===== config.mk =====
export PLATFORM = sky130hd
export DESIGN_NAME = tcg_tx_crc
export DESIGN_NICKNAME = d
export VERILOG_FILES = /design/src/hdl/tcg_pkg.sv /design/src/hdl/tcg_tx_crc.sv
export SDC_FILE = /design/constraint.sdc
export NUM_CORES = 1
export LEC_CHECK = 0
export ABC_AREA = 0
export BUFFER_PORTS_ARGS = -buffer_cell sky130_fd_sc_hd__buf_4
export CORE_ASPECT_RATIO = 0.6
export CORE_UTILIZATION = 40
export CTS_BUF_LIST = sky130_fd_sc_hd__clkbuf_16
export DETAILED_ROUTE_END_ITERATION = 7
export SYNTH_ARGS = -nofsm -noshare
export SYNTH_HDL_FRONTEND = slang
export SYNTH_SLANG_ARGS = --single-unit

===== constraint.sdc =====
create_clock -name clock_i -period 4.9 [get_ports clock_i]
set_input_delay 0.245 -clock clock_i [delete_from_list [all_inputs] [get_ports clock_i]]
set_output_delay 0.245 -clock clock_i [all_outputs]
set_load 0.01 [all_outputs]

===== src/hdl/tcg_pkg.sv =====
// Purpose: Constants for the transmit frame checksum generator
// Assumes: APB register access, 32-bit data, one system clock
// Notes:   Functional notes
// Functional notes
// (RULE_01) Upper half of config holds programmable seed, used for selector 111b.
// (RULE_02) Skip option leaves first frame byte out of the checksum.
// (RULE_03) Selector codes 000b-101b pick fixed seeds; 110b reserved; 111b programmable.
// (RULE_04) In 5-bit mode only the seed's low byte loads the register; the code keeps only its low five bits (MASK5).
// (RULE_05) Width bit clear gives 16-bit checksum, set gives 5-bit checksum.
// (RULE_06) Invert bit sends the complement of the checksum, else it is unchanged.
// (RULE_07) Checksum is computed and appended only while the enable bit is one; the code updates crc_reg on every byte, enable gates only the append.
// (RULE_08) Reset leaves generation off, 16-bit, no invert, seed code zero.
// (RULE_09) Polynomials are parameters; bytes are processed least significant bit first.
// (RULE_10) Reserved bits read zero, ignore writes; reserved seed code acts as zero.
package tcg_pkg;
    // Register index as printed; byte address is four times it
    localparam logic [11:0] CFG_INDEX  = 12'h019;
    localparam logic [11:0] CFG_ADDR   = 12'h064;
    localparam logic [11:0] STAT_ADDR  = 12'h080;
    localparam logic [31:0] CFG_RESET  = 32'h0000_0000;
    localparam logic [31:0] CFG_WMASK  = 32'hffff_007f;
    // Field positions in the config register
    localparam int          ENABLE_BIT = 0;
    localparam int          INVERT_BIT = 1;
    localparam int          TYPE_BIT   = 2;
    localparam int          SEL_LSB    = 3;
    localparam int          SKIP_BIT   = 6;
    localparam int          SEED_LSB   = 16;
    // Fixed seeds
    localparam logic [15:0] SEED_0     = 16'h0000;
    localparam logic [15:0] SEED_1     = 16'h6363;
    localparam logic [15:0] SEED_2     = 16'ha671;
    localparam logic [15:0] SEED_3     = 16'hffff;
    localparam logic [15:0] SEED_4     = 16'h0012;
    localparam logic [15:0] SEED_5     = 16'he012;
    localparam logic [2:0]  SEL_PROG   = 3'h7;
    // Default polynomials, reflected for LSB-first shifting
    localparam logic [15:0] POLY16_DEF = 16'h8408;
    localparam logic [4:0]  POLY5_DEF  = 5'h14;
    localparam logic [15:0] MASK5      = 16'h001f;

    typedef enum logic [2:0] {
        ST_DATA   = 3'b001,
        ST_CRC_LO = 3'b010,
        ST_CRC_HI = 3'b100
    } tcg_state_t;
endpackage


===== src/hdl/tcg_tx_crc.sv =====
// Purpose: Transmit frame checksum generator with APB configuration
// Assumes: Frame bytes and modulator side share clock_i
// Notes:   One output byte register; no further buffering
`timescale 1ns/1ps
module tcg_tx_crc #(
    parameter logic [15:0] POLY16 = tcg_pkg::POLY16_DEF,
    parameter logic [4:0]  POLY5  = tcg_pkg::POLY5_DEF
) (
    input  wire logic        clock_i,
    input  wire logic        reset_i,
    input  wire logic        psel_i,
    input  wire logic        penable_i,
    input  wire logic        pwrite_i,
    input  wire logic [11:0] paddr_i,
    input  wire logic [31:0] pwdata_i,
    output logic      [31:0] prdata_o,
    output logic             pready_o,
    output logic             pslverr_o,
    input  wire logic        in_valid_i,
    input  wire logic [7:0]  in_data_i,
    input  wire logic        in_last_i,
    output logic             in_ready_o,
    output logic             out_valid_o,
    output logic      [7:0]  out_data_o,
    output logic             out_last_o,
    input  wire logic        out_ready_i
);
    // Configuration register and its decoded fields
    logic [31:0]         cfg_reg;
    logic                crc_enable;
    logic                crc_output_invert;
    logic                crc_width5;
    logic [2:0]          crc_seed_sel;
    logic                crc_skip_first_byte;
    logic [15:0]         crc_prog_seed;
    // Register bus side
    logic [31:0]         rdata_reg;
    logic                slverr_reg;
    logic                apb_setup;
    logic                apb_access;
    logic                cfg_hit;
    // Checksum datapath
    logic [15:0]         crc_reg;
    logic [15:0]         crc_next;
    logic [15:0]         crc_base;
    logic [15:0]         seed_w;
    logic [15:0]         crc_final;
    logic                first_reg;
    // Frame sequencing and the single output byte
    tcg_pkg::tcg_state_t state_reg;
    logic                slot_free;
    logic                in_take;
    logic                out_valid_reg;
    logic [7:0]          out_data_reg;
    logic                out_last_reg;

    // One byte through the 16-bit register, low bit first
    function automatic logic [15:0] crc16_step(
        input logic [15:0] crc_in,
        input logic [7:0]  data_in
    );
        logic [15:0] acc;
        acc = crc_in;
        for (int i = 0; i < 8; i++) begin
            if (acc[0] ^ data_in[i]) begin
                acc = (acc >> 1) ^ POLY16;
            end else begin
                acc = acc >> 1;
            end
        end
        return acc;
    endfunction

    // One byte through the 5-bit register, low bit first
    function automatic logic [4:0] crc5_step(
        input logic [4:0] crc_in,
        input logic [7:0] data_in
    );
        logic [4:0] acc;
        acc = crc_in;
        for (int i = 0; i < 8; i++) begin
            if (acc[0] ^ data_in[i]) begin
                acc = (acc >> 1) ^ POLY5;
            end else begin
                acc = acc >> 1;
            end
        end
        return acc;
    endfunction

    // Seed table; the reserved code falls back to zero so that a stray
    // write cannot leave the register seeded with something undefined
    function automatic logic [15:0] seed_lookup(
        input logic [2:0]  sel,
        input logic [15:0] prog
    );
        logic [15:0] val;
        val = tcg_pkg::SEED_0;
        case (sel)
            3'h0: val = tcg_pkg::SEED_0; // RULE_03
            3'h1: val = tcg_pkg::SEED_1;
            3'h2: val = tcg_pkg::SEED_2;
            3'h3: val = tcg_pkg::SEED_3;
            3'h4: val = tcg_pkg::SEED_4;
            3'h5: val = tcg_pkg::SEED_5;
            tcg_pkg::SEL_PROG: val = prog; // RULE_01
            default: val = tcg_pkg::SEED_0; // RULE_10
        endcase
        return val;
    endfunction

    // Field decode of the configuration register
    assign crc_enable          = cfg_reg[tcg_pkg::ENABLE_BIT];
    assign crc_output_invert   = cfg_reg[tcg_pkg::INVERT_BIT];
    assign crc_width5          = cfg_reg[tcg_pkg::TYPE_BIT]; // RULE_05
    assign crc_seed_sel        = cfg_reg[tcg_pkg::SEL_LSB +: 3];
    assign crc_skip_first_byte = cfg_reg[tcg_pkg::SKIP_BIT];
    assign crc_prog_seed       = cfg_reg[tcg_pkg::SEED_LSB +: 16];

    // Bus phases; zero wait states, so ready simply follows the access
    assign apb_setup  = psel_i && !penable_i;
    assign apb_access = psel_i && penable_i;
    assign cfg_hit    = (paddr_i == tcg_pkg::CFG_ADDR);
    assign pready_o   = apb_access;
    assign pslverr_o  = apb_access && slverr_reg;
    assign prdata_o   = rdata_reg;

    // Config write; masking keeps the reserved bits at zero
    always_ff @(posedge clock_i) begin
        if (reset_i) begin
            cfg_reg <= tcg_pkg::CFG_RESET; // RULE_08
        end else if (apb_access && pwrite_i && cfg_hit) begin
            cfg_reg <= pwdata_i & tcg_pkg::CFG_WMASK; // RULE_10
        end
    end

    // Read data and error are latched in setup so they stand in access
    always_ff @(posedge clock_i) begin
        if (reset_i) begin
            rdata_reg  <= 32'h0000_0000;
            slverr_reg <= 1'b0;
        end else if (apb_setup) begin
            if (cfg_hit) begin
                rdata_reg  <= cfg_reg;
                slverr_reg <= 1'b0;
            end else begin
                rdata_reg  <= 32'h0000_0000;
                slverr_reg <= 1'b1;
            end
        end
    end

    // Seed for the next frame; 5-bit mode keeps only the low bits
    always_comb begin
        seed_w = seed_lookup(crc_seed_sel, crc_prog_seed);
        if (crc_width5) begin
            seed_w = seed_w & tcg_pkg::MASK5; // RULE_04
        end
    end

    // Handshake: bytes are taken only while the output slot can move
    assign slot_free  = !out_valid_reg || out_ready_i;
    assign in_ready_o = (state_reg == tcg_pkg::ST_DATA) && slot_free;
    assign in_take    = in_valid_i && in_ready_o;

    // Next checksum value; the first byte of a frame starts from the seed
    always_comb begin
        crc_base = crc_reg;
        crc_next = crc_reg;
        if (first_reg) begin
            crc_base = seed_w;
        end
        if (in_take) begin
            if (first_reg && crc_skip_first_byte) begin
                crc_next = seed_w; // RULE_02
            end else if (crc_width5) begin
                crc_next = {11'h000, crc5_step(crc_base[4:0], in_data_i)};
            end else begin
                crc_next = crc16_step(crc_base, in_data_i); // RULE_09
            end
        end
    end

    // Checksum as sent; inversion only touches the live width
    always_comb begin
        crc_final = crc_reg;
        if (crc_output_invert) begin
            crc_final = ~crc_reg; // RULE_06
        end
        if (crc_width5) begin
            crc_final = crc_final & tcg_pkg::MASK5;
        end
    end

    // Checksum register
    always_ff @(posedge clock_i) begin
        if (reset_i) begin
            crc_reg <= 16'h0000;
        end else begin
            crc_reg <= crc_next;
        end
    end

    // Frame start flag; set again by the last byte of each frame
    always_ff @(posedge clock_i) begin
        if (reset_i) begin
            first_reg <= 1'b1;
        end else if (in_take) begin
            first_reg <= in_last_i;
        end
    end

    // Frame sequencing; the checksum bytes follow the last data byte
    always_ff @(posedge clock_i) begin
        if (reset_i) begin
            state_reg <= tcg_pkg::ST_DATA;
        end else begin
            case (state_reg)
                tcg_pkg::ST_DATA: begin
                    if (in_take && in_last_i && crc_enable) begin
                        state_reg <= tcg_pkg::ST_CRC_LO; // RULE_07
                    end
                end
                tcg_pkg::ST_CRC_LO: begin
                    if (slot_free && crc_width5) begin
                        state_reg <= tcg_pkg::ST_DATA;
                    end else if (slot_free) begin
                        state_reg <= tcg_pkg::ST_CRC_HI;
                    end
                end
                tcg_pkg::ST_CRC_HI: begin
                    if (slot_free) begin
                        state_reg <= tcg_pkg::ST_DATA;
                    end
                end
                default: begin
                    state_reg <= tcg_pkg::ST_DATA;
                end
            endcase
        end
    end

    // Single output byte; low checksum byte goes out first
    always_ff @(posedge clock_i) begin
        if (reset_i) begin
            out_valid_reg <= 1'b0;
            out_data_reg  <= 8'h00;
            out_last_reg  <= 1'b0;
        end else begin
            case (state_reg)
                tcg_pkg::ST_DATA: begin
                    if (in_take) begin
                        out_valid_reg <= 1'b1;
                        out_data_reg  <= in_data_i;
                        out_last_reg  <= in_last_i && !crc_enable;
                    end else if (out_ready_i) begin
                        out_valid_reg <= 1'b0;
                    end
                end
                tcg_pkg::ST_CRC_LO: begin
                    if (slot_free) begin
                        out_valid_reg <= 1'b1;
                        out_data_reg  <= crc_final[7:0];
                        out_last_reg  <= crc_width5;
                    end
                end
                tcg_pkg::ST_CRC_HI: begin
                    if (slot_free) begin
                        out_valid_reg <= 1'b1;
                        out_data_reg  <= crc_final[15:8];
                        out_last_reg  <= 1'b1;
                    end
                end
                default: begin
                    out_valid_reg <= 1'b0;
                end
            endcase
        end
    end

    assign out_valid_o = out_valid_reg;
    assign out_data_o  = out_data_reg;
    assign out_last_o  = out_last_reg;

    // Reset returns the register and the output stage to idle
    property p_reset_clears;
        @(posedge clock_i)
        reset_i |=> (cfg_reg == tcg_pkg::CFG_RESET)
                    && (state_reg == tcg_pkg::ST_DATA) && !out_valid_reg;
    endproperty
    a_reset_clears: assert property (p_reset_clears) // RULE_08
        else $error("config or output stage not idle after reset");

    // A skipped first byte leaves the seed in place
    property p_skip_first;
        @(posedge clock_i) disable iff (reset_i)
        in_take && first_reg && crc_skip_first_byte
            |=> crc_reg == $past(seed_w);
    endproperty
    a_skip_first: assert property (p_skip_first) // RULE_02
        else $error("skipped first byte changed the checksum");

    // Selector all-ones in 16-bit mode takes the programmable seed
    property p_prog_seed;
        @(posedge clock_i) disable iff (reset_i)
        (crc_seed_sel == tcg_pkg::SEL_PROG) && !crc_width5
            |-> seed_w == crc_prog_seed;
    endproperty
    a_prog_seed: assert property (p_prog_seed) // RULE_01
        else $error("programmable seed not selected");

    // Reserved selector behaves as seed zero
    property p_reserved_seed;
        @(posedge clock_i) disable iff (reset_i)
        crc_seed_sel == 3'h6 |-> seed_w == 16'h0000;
    endproperty
    a_reserved_seed: assert property (p_reserved_seed) // RULE_10
        else $error("reserved seed code not treated as zero");

    // 5-bit mode keeps the upper register bits clear
    property p_width5_upper;
        @(posedge clock_i) disable iff (reset_i)
        in_take && crc_width5 |=> crc_reg[15:5] == 11'h000;
    endproperty
    a_width5_upper: assert property (p_width5_upper) // RULE_05
        else $error("5-bit checksum spilled into upper bits");

    // Without the enable the data byte itself closes the frame
    property p_no_append;
        @(posedge clock_i) disable iff (reset_i)
        in_take && in_last_i && !crc_enable
            |=> (state_reg == tcg_pkg::ST_DATA) && out_last_reg;
    endproperty
    a_no_append: assert property (p_no_append) // RULE_07
        else $error("checksum appended while disabled");

    // Low checksum byte leaves inverted exactly when asked
    property p_invert_lo;
        @(posedge clock_i) disable iff (reset_i)
        (state_reg == tcg_pkg::ST_CRC_LO) && slot_free && !crc_width5
            |=> out_data_reg == ($past(crc_reg[7:0])
                                 ^ {8{$past(crc_output_invert)}});
    endproperty
    a_invert_lo: assert property (p_invert_lo) // RULE_06
        else $error("checksum byte inversion wrong");
endmodule


Word-level counts from Yosys, hierarchy flattened. Index checks and enable logic that the tools add are counted.

Output and inout bits: 45. Register bits: 86. Input port bits: 60. Logic and storage cells: 162.

Reductions and logical operators: 21. Bitwise gates (word level): 32. Equal/unequal tests: 17. Multiplexer cells: 83.

Operator list (number): $mux W16 (35); $mux W5 (29); $pmux W16 S6 (1); $mux W32 (1); $mux W8 (3); $not A2 Y3 (8); $pmux W8 S3 (1); $not A1 Y2 (8); $not A16 Y16 (1); $xor A1 B1 Y1 (15); $eq A12 B7 Y1 const B (1); $eq A3 B3 Y1 const B (4); $logic_and A1 B1 Y1 (12); $mux W3 (4); $eq A3 B2 Y1 const B (3); $pmux W3 S3 (1); $eq A3 B1 Y1 const B (2); $mux W1 (6); $ne A2 B2 Y1 const B (3); $ne A3 B3 Y1 const B (2); $ne A2 B1 Y1 const B (2); $reduce_and A4 Y1 (1); $logic_not A1 Y1 (3); $pmux W1 S3 (1); other kinds (6) (6).

Depth between registers and ports, before layout.
Depth in word-level cells: 43. Mapped depth: 9. Mapped depth without buffers: 7.

Least setup slack after synthesis. No wires, ideal clock.

Kind: reg2reg. From: register first_reg. To: register crc_reg[2]. Path buffers: 1. Arrival: 1.949 ns. Clock period less this slack: 2.069 ns. Data required time: 4.779 ns. Setup time: 0.121 ns. Stages on the path, launching flop included: 9. Slack: 2.831 ns. Cell sequence: dfxtp_1 -> buf_4 -> nor2_1 -> a31oi_2 -> xor2_2 -> xnor2_4 -> xnor3_1 -> a22oi_1 -> nand2_1.

Longest elaborated chain between the ends: 36. Elaborated cells between the ends (all ways): 76. Those cells by class: mux (61); bitwise (14); reduce/logical (1).

Ends and longest elaborated chain: start: declaration (line tcg_tx_crc.sv:48) `logic first_reg;`; start signal: assignment (line tcg_tx_crc.sv:209) `first_reg <= in_last_i;`; $mux W16 (line tcg_tx_crc.sv:170) `if (first_reg) begin`; $xor A1 B1 Y1 (line tcg_tx_crc.sv:82) `if (acc[0] ^ data_in[i]) begin`; $mux W5 (line tcg_tx_crc.sv:82); $mux W5 (line tcg_tx_crc.sv:176) `end else if (crc_width5) begin`; $mux W5 (line tcg_tx_crc.sv:174) `if (first_reg && crc_skip_first_byte) begin`; $mux W5 (line tcg_tx_crc.sv:173) `if (in_take) begin`; $mux W5 (line tcg_tx_crc.sv:82); $mux W5 (line tcg_tx_crc.sv:176); (+20 left out); $mux W5 (line tcg_tx_crc.sv:82); $mux W5 (line tcg_tx_crc.sv:176); $mux W5 (line tcg_tx_crc.sv:174); $mux W5 (line tcg_tx_crc.sv:173); $not A1 Y2 (no source line); $mux W5 (line tcg_tx_crc.sv:82); $mux W16 (line tcg_tx_crc.sv:176); $mux W16 * (line tcg_tx_crc.sv:174); end signal: assignment (line tcg_tx_crc.sv:200) `crc_reg <= crc_next;`; end: declaration (line tcg_tx_crc.sv:43) `logic [15:0] crc_reg;`.

Every way passes the cells marked *; elsewhere a longest branch is shown, timed or not. The select of a mux whose other input is x is not followed. A chain may end at the register's enable or synchronous reset.

Final worst setup path.
From: register first_reg. To: register crc_reg[1].

Longest elaborated chain between the ends: 35. Elaborated cells between the ends (all ways): 75. Those cells by class: mux (61); bitwise (13); reduce/logical (1).

Ends and longest elaborated chain (line): $mux W16 (tcg_tx_crc.sv:170); $xor A1 B1 Y1, or another cell as far along (tcg_tx_crc.sv:82); $mux W5 (on tied branches) (tcg_tx_crc.sv:82, tcg_tx_crc.sv:176); $mux W5 (on tied branches) (tcg_tx_crc.sv:176, tcg_tx_crc.sv:174); $mux W5 (on tied branches) (tcg_tx_crc.sv:174, tcg_tx_crc.sv:173); $mux W5, or another cell as far along (tcg_tx_crc.sv:173); $mux W5 (tcg_tx_crc.sv:82); $mux W5 (tcg_tx_crc.sv:176); (+19 left out); $xor A1 B1 Y1 / $not A1 Y2 (equally long branches); $mux W5 (tcg_tx_crc.sv:82); $mux W5 (tcg_tx_crc.sv:176); $mux W5 (tcg_tx_crc.sv:174); $mux W5 (tcg_tx_crc.sv:173); $mux W5 (tcg_tx_crc.sv:82); $mux W16 (tcg_tx_crc.sv:176); $mux W16 * (tcg_tx_crc.sv:174).

Marked as above.

==> out/metrics.yaml <==
status: "finished, final reports clean"
finalCriticalPeriod_ns: 3.04
path_cells: "nor2_1 -> a221oi_2 -> nand3_1 -> xnor3_1 -> xnor2_1 -> a2111oi_2 -> a22o_1"
wirelength_um: 12700
crit_slowest_cell: "dfxtp_1"
cts_sinks: 77
final_layout_size_suffix_gt1_frac: 0.212
antenna_left: 0
postCtsSetupBuffers: 0
ys_types: 66
die_x_um: 136
tightestPinTransition_ns: 1.11
area_growth_pct: 22.4
rows: 28
power_density_nw_per_um2: 314
synthArstFlopShare: 0
grt_pass1_wl_um: 20100
setup_violations: 0
core-area_um2: 10200
cts_resized: 0
ys_seq_elements: 77
net-switching-power_w: 0.000436
critPathLaunchType: "register"
met3_length_um: 795
clk_latency_ns: 0.34
synthCells: 535
first_global_vias: 3743
synthesis.area_um2: 4310
rsz0062_at_grt: "false"
avgSynthCellArea_um2: 8.05
finish.utilization: 0.519
ir_worst_vdd_mv: 0.157
crit_path_end_kind: "register"
die-area_um2: 11200
start_util: 0.424
place_congestion: 0.921
min_from: "in_last_i"
h-tree-depth: 3
crit_start: "first_reg"
p_leak_nw: 1.99
drv_cap: 0
nets: 654
fmax_mhz: 329
crit_required_ns: 5.19
cts_tree: "done"
antenna_found_initial: 0
drt_iter0_markers: 373
post-dp-hpwl_um: 9340
path_class: "reg2reg"
hold_end: "first_reg"
ios: 105
synth-edff-count: 0
avgViaCountPerCell: 5.57
post_drt_wl_per_cell_um: 17.3
portBuffers: 86
slew_violations: 0
synth-seq-area-share: 0.358
wl_met2_um: 5060
die_h_um: 82.4
clock_skew_ns: 0.00790
overflow: 0
synth-warning-count: 0
finalHoldViolCount: 0
relSlewSlack: 0.251
diodes: 0
met1_length_um: 6730
holdPathStages: 2
cts_hold_buffers: 0
reg2reg_depth: 7
fin_crit_sh: 0.621
hp-class: "in2reg"
grt_max_degree: 81
swShare: 0.264
crit_arrival_ns: 3.33
comb_power_share: 0.149
dr.pass1.iters: 5
clk_pin_slew_ns: 0.06
pwr-share-clk: 0.443
p_seq_frac: 0.408
reg2reg_slack_ns: 1.86
top_layer: "met4"
r2r_start: "first_reg"
p_int_w: 0.00122
clockBufferDepth: 2
synthFlopType: "dfxtp_1"
fin_setup_tns_ns: 0
vias: 4085
track_usage: 0.237
r2r_end: "crc_reg[1]"
max_stage_delay_ns: 1.06
cts_buffers: 9
path_max_fanout: 25
clockRootBuffer: "clkbuf_16"
drc: 0
-- power groups by stage --
stage	clock network [W]	registers [W]	logic (W)
finish	0.000733	0.000675	0.000247
global route	0.000766	0.000677	0.000267
CTS	0.000742	0.000674	0.000245
detailed placement	0	0.000687	0.000244
global placement	0	0.000686	0.000242
floorplan	0	0.000680	0.000173
-- layout by cell type, fill, tap and decap left out, types with 7 or more instances in the layout --
cell,count
nand2_1,93
buf_4,90
dfxtp_1,77
a21oi_1,63
nor2_1,36
nand3_1,35
xnor2_1,24
a211oi_1,15
nand2b_1,13
o221ai_1,11
nor3_1,9
a22oi_1,9
conb_1,9
clkbuf_16,9
o21ai_0,8
a221o_1,8
nor2b_1,7
-- cell families after synthesis --
family | synth area share
AO/OA/AOI/OAI | 0.236
XOR/XNOR | 0.0979
buffers and inverters | 0.0590
flip-flops | 0.358
multiplexers | 0.00727
other | 0.000871
AND/OR/NAND/NOR | 0.241
-- layout make-up --
type / instances / area [um2]
Fill cell: 1029 / 4890
Multi-Input combinational cell: 411 / 2540
Sequential cell: 77 / 1540
Timing Repair Buffer: 90 / 676
Clock buffer: 9 / 225
Tap cell: 135 / 169
Clock inverter: 7 / 96.3
Inverter: 5 / 18.8
-- how the worst max path moves through the flow --
stage            endpoint  slack [ns]  depth (start not counted)
6_report       crc_reg[1]        1.86                          7
2_1_floorplan  crc_reg[2]        2.83                          8
3_3_place_gp   crc_reg[1]        2.03                          7
3_5_place_dp   crc_reg[1]        1.95                          7
4_1_cts        crc_reg[1]        1.92                          7
5_1_grt        crc_reg[1]        1.68                          7
-- cells in the mapped netlist (all sizes together) (2+ instances only) --
master / n / area share
nand2: 93 / 0.081
dfxtp: 77 / 0.36
a21oi: 63 / 0.073
nor2: 38 / 0.035
nand3: 35 / 0.041
clkbuf: 30 / 0.026
xnor2: 27 / 0.063
buf: 20 / 0.028
a211oi: 15 / 0.026
nand2b: 13 / 0.019
o221ai: 11 / 0.022
a22oi: 9 / 0.016
nor3: 9 / 0.010
a221o: 8 / 0.019
nor2b: 8 / 0.012
o21ai: 8 / 0.0093
and2: 6 / 0.0093
a221oi: 5 / 0.016
and3: 5 / 0.0073
inv: 5 / 0.0044
xnor3: 4 / 0.021
xor2: 4 / 0.014
a311oi: 3 / 0.0076
a31oi: 3 / 0.0093
nor4b: 3 / 0.0061
a2111o: 2 / 0.0052
a2111oi: 2 / 0.0055
a211o: 2 / 0.0041
mux2i: 2 / 0.0046
nor3b: 2 / 0.0035
o22ai: 2 / 0.0029
o31ai: 2 / 0.0035
or2: 2 / 0.0029
or3: 2 / 0.0029
-- per-stage QoR --
stage	total power, W	hold WS [ns]	worst slack (ns)	instances	cell area (um2)
after floorplan	0.000853	0.363	2.83	543	4340
after global placement	0.000928	0.440	2.03	718	4950
after detailed placement	0.000931	0.445	1.95	718	4950
after CTS	0.00166	0.126	1.92	734	5270
after global routing	0.00171	0.138	1.68	734	5270
final	0.00165	0.136	1.86	734	5270
-- layer usage --
metal | vias to the layer above | GRT usage
met5 | - | 0
met4 | 0 | 0.0533
met3 | 10 | 0.0586
met2 | 135 | 0.330
met1 | 1932 | 0.360
li1 | 2008 | -
-- worst max-delay path: cells and delay by family, from the launching register on --
family / cells / cell delay (ns)
AO/OA/AOI/OAI: 3 / 0.88
flip-flops: 1 / 1.06
XOR/XNOR: 2 / 0.65
AND/OR/NAND/NOR: 2 / 0.40
(Power assumes the default switching activity.)
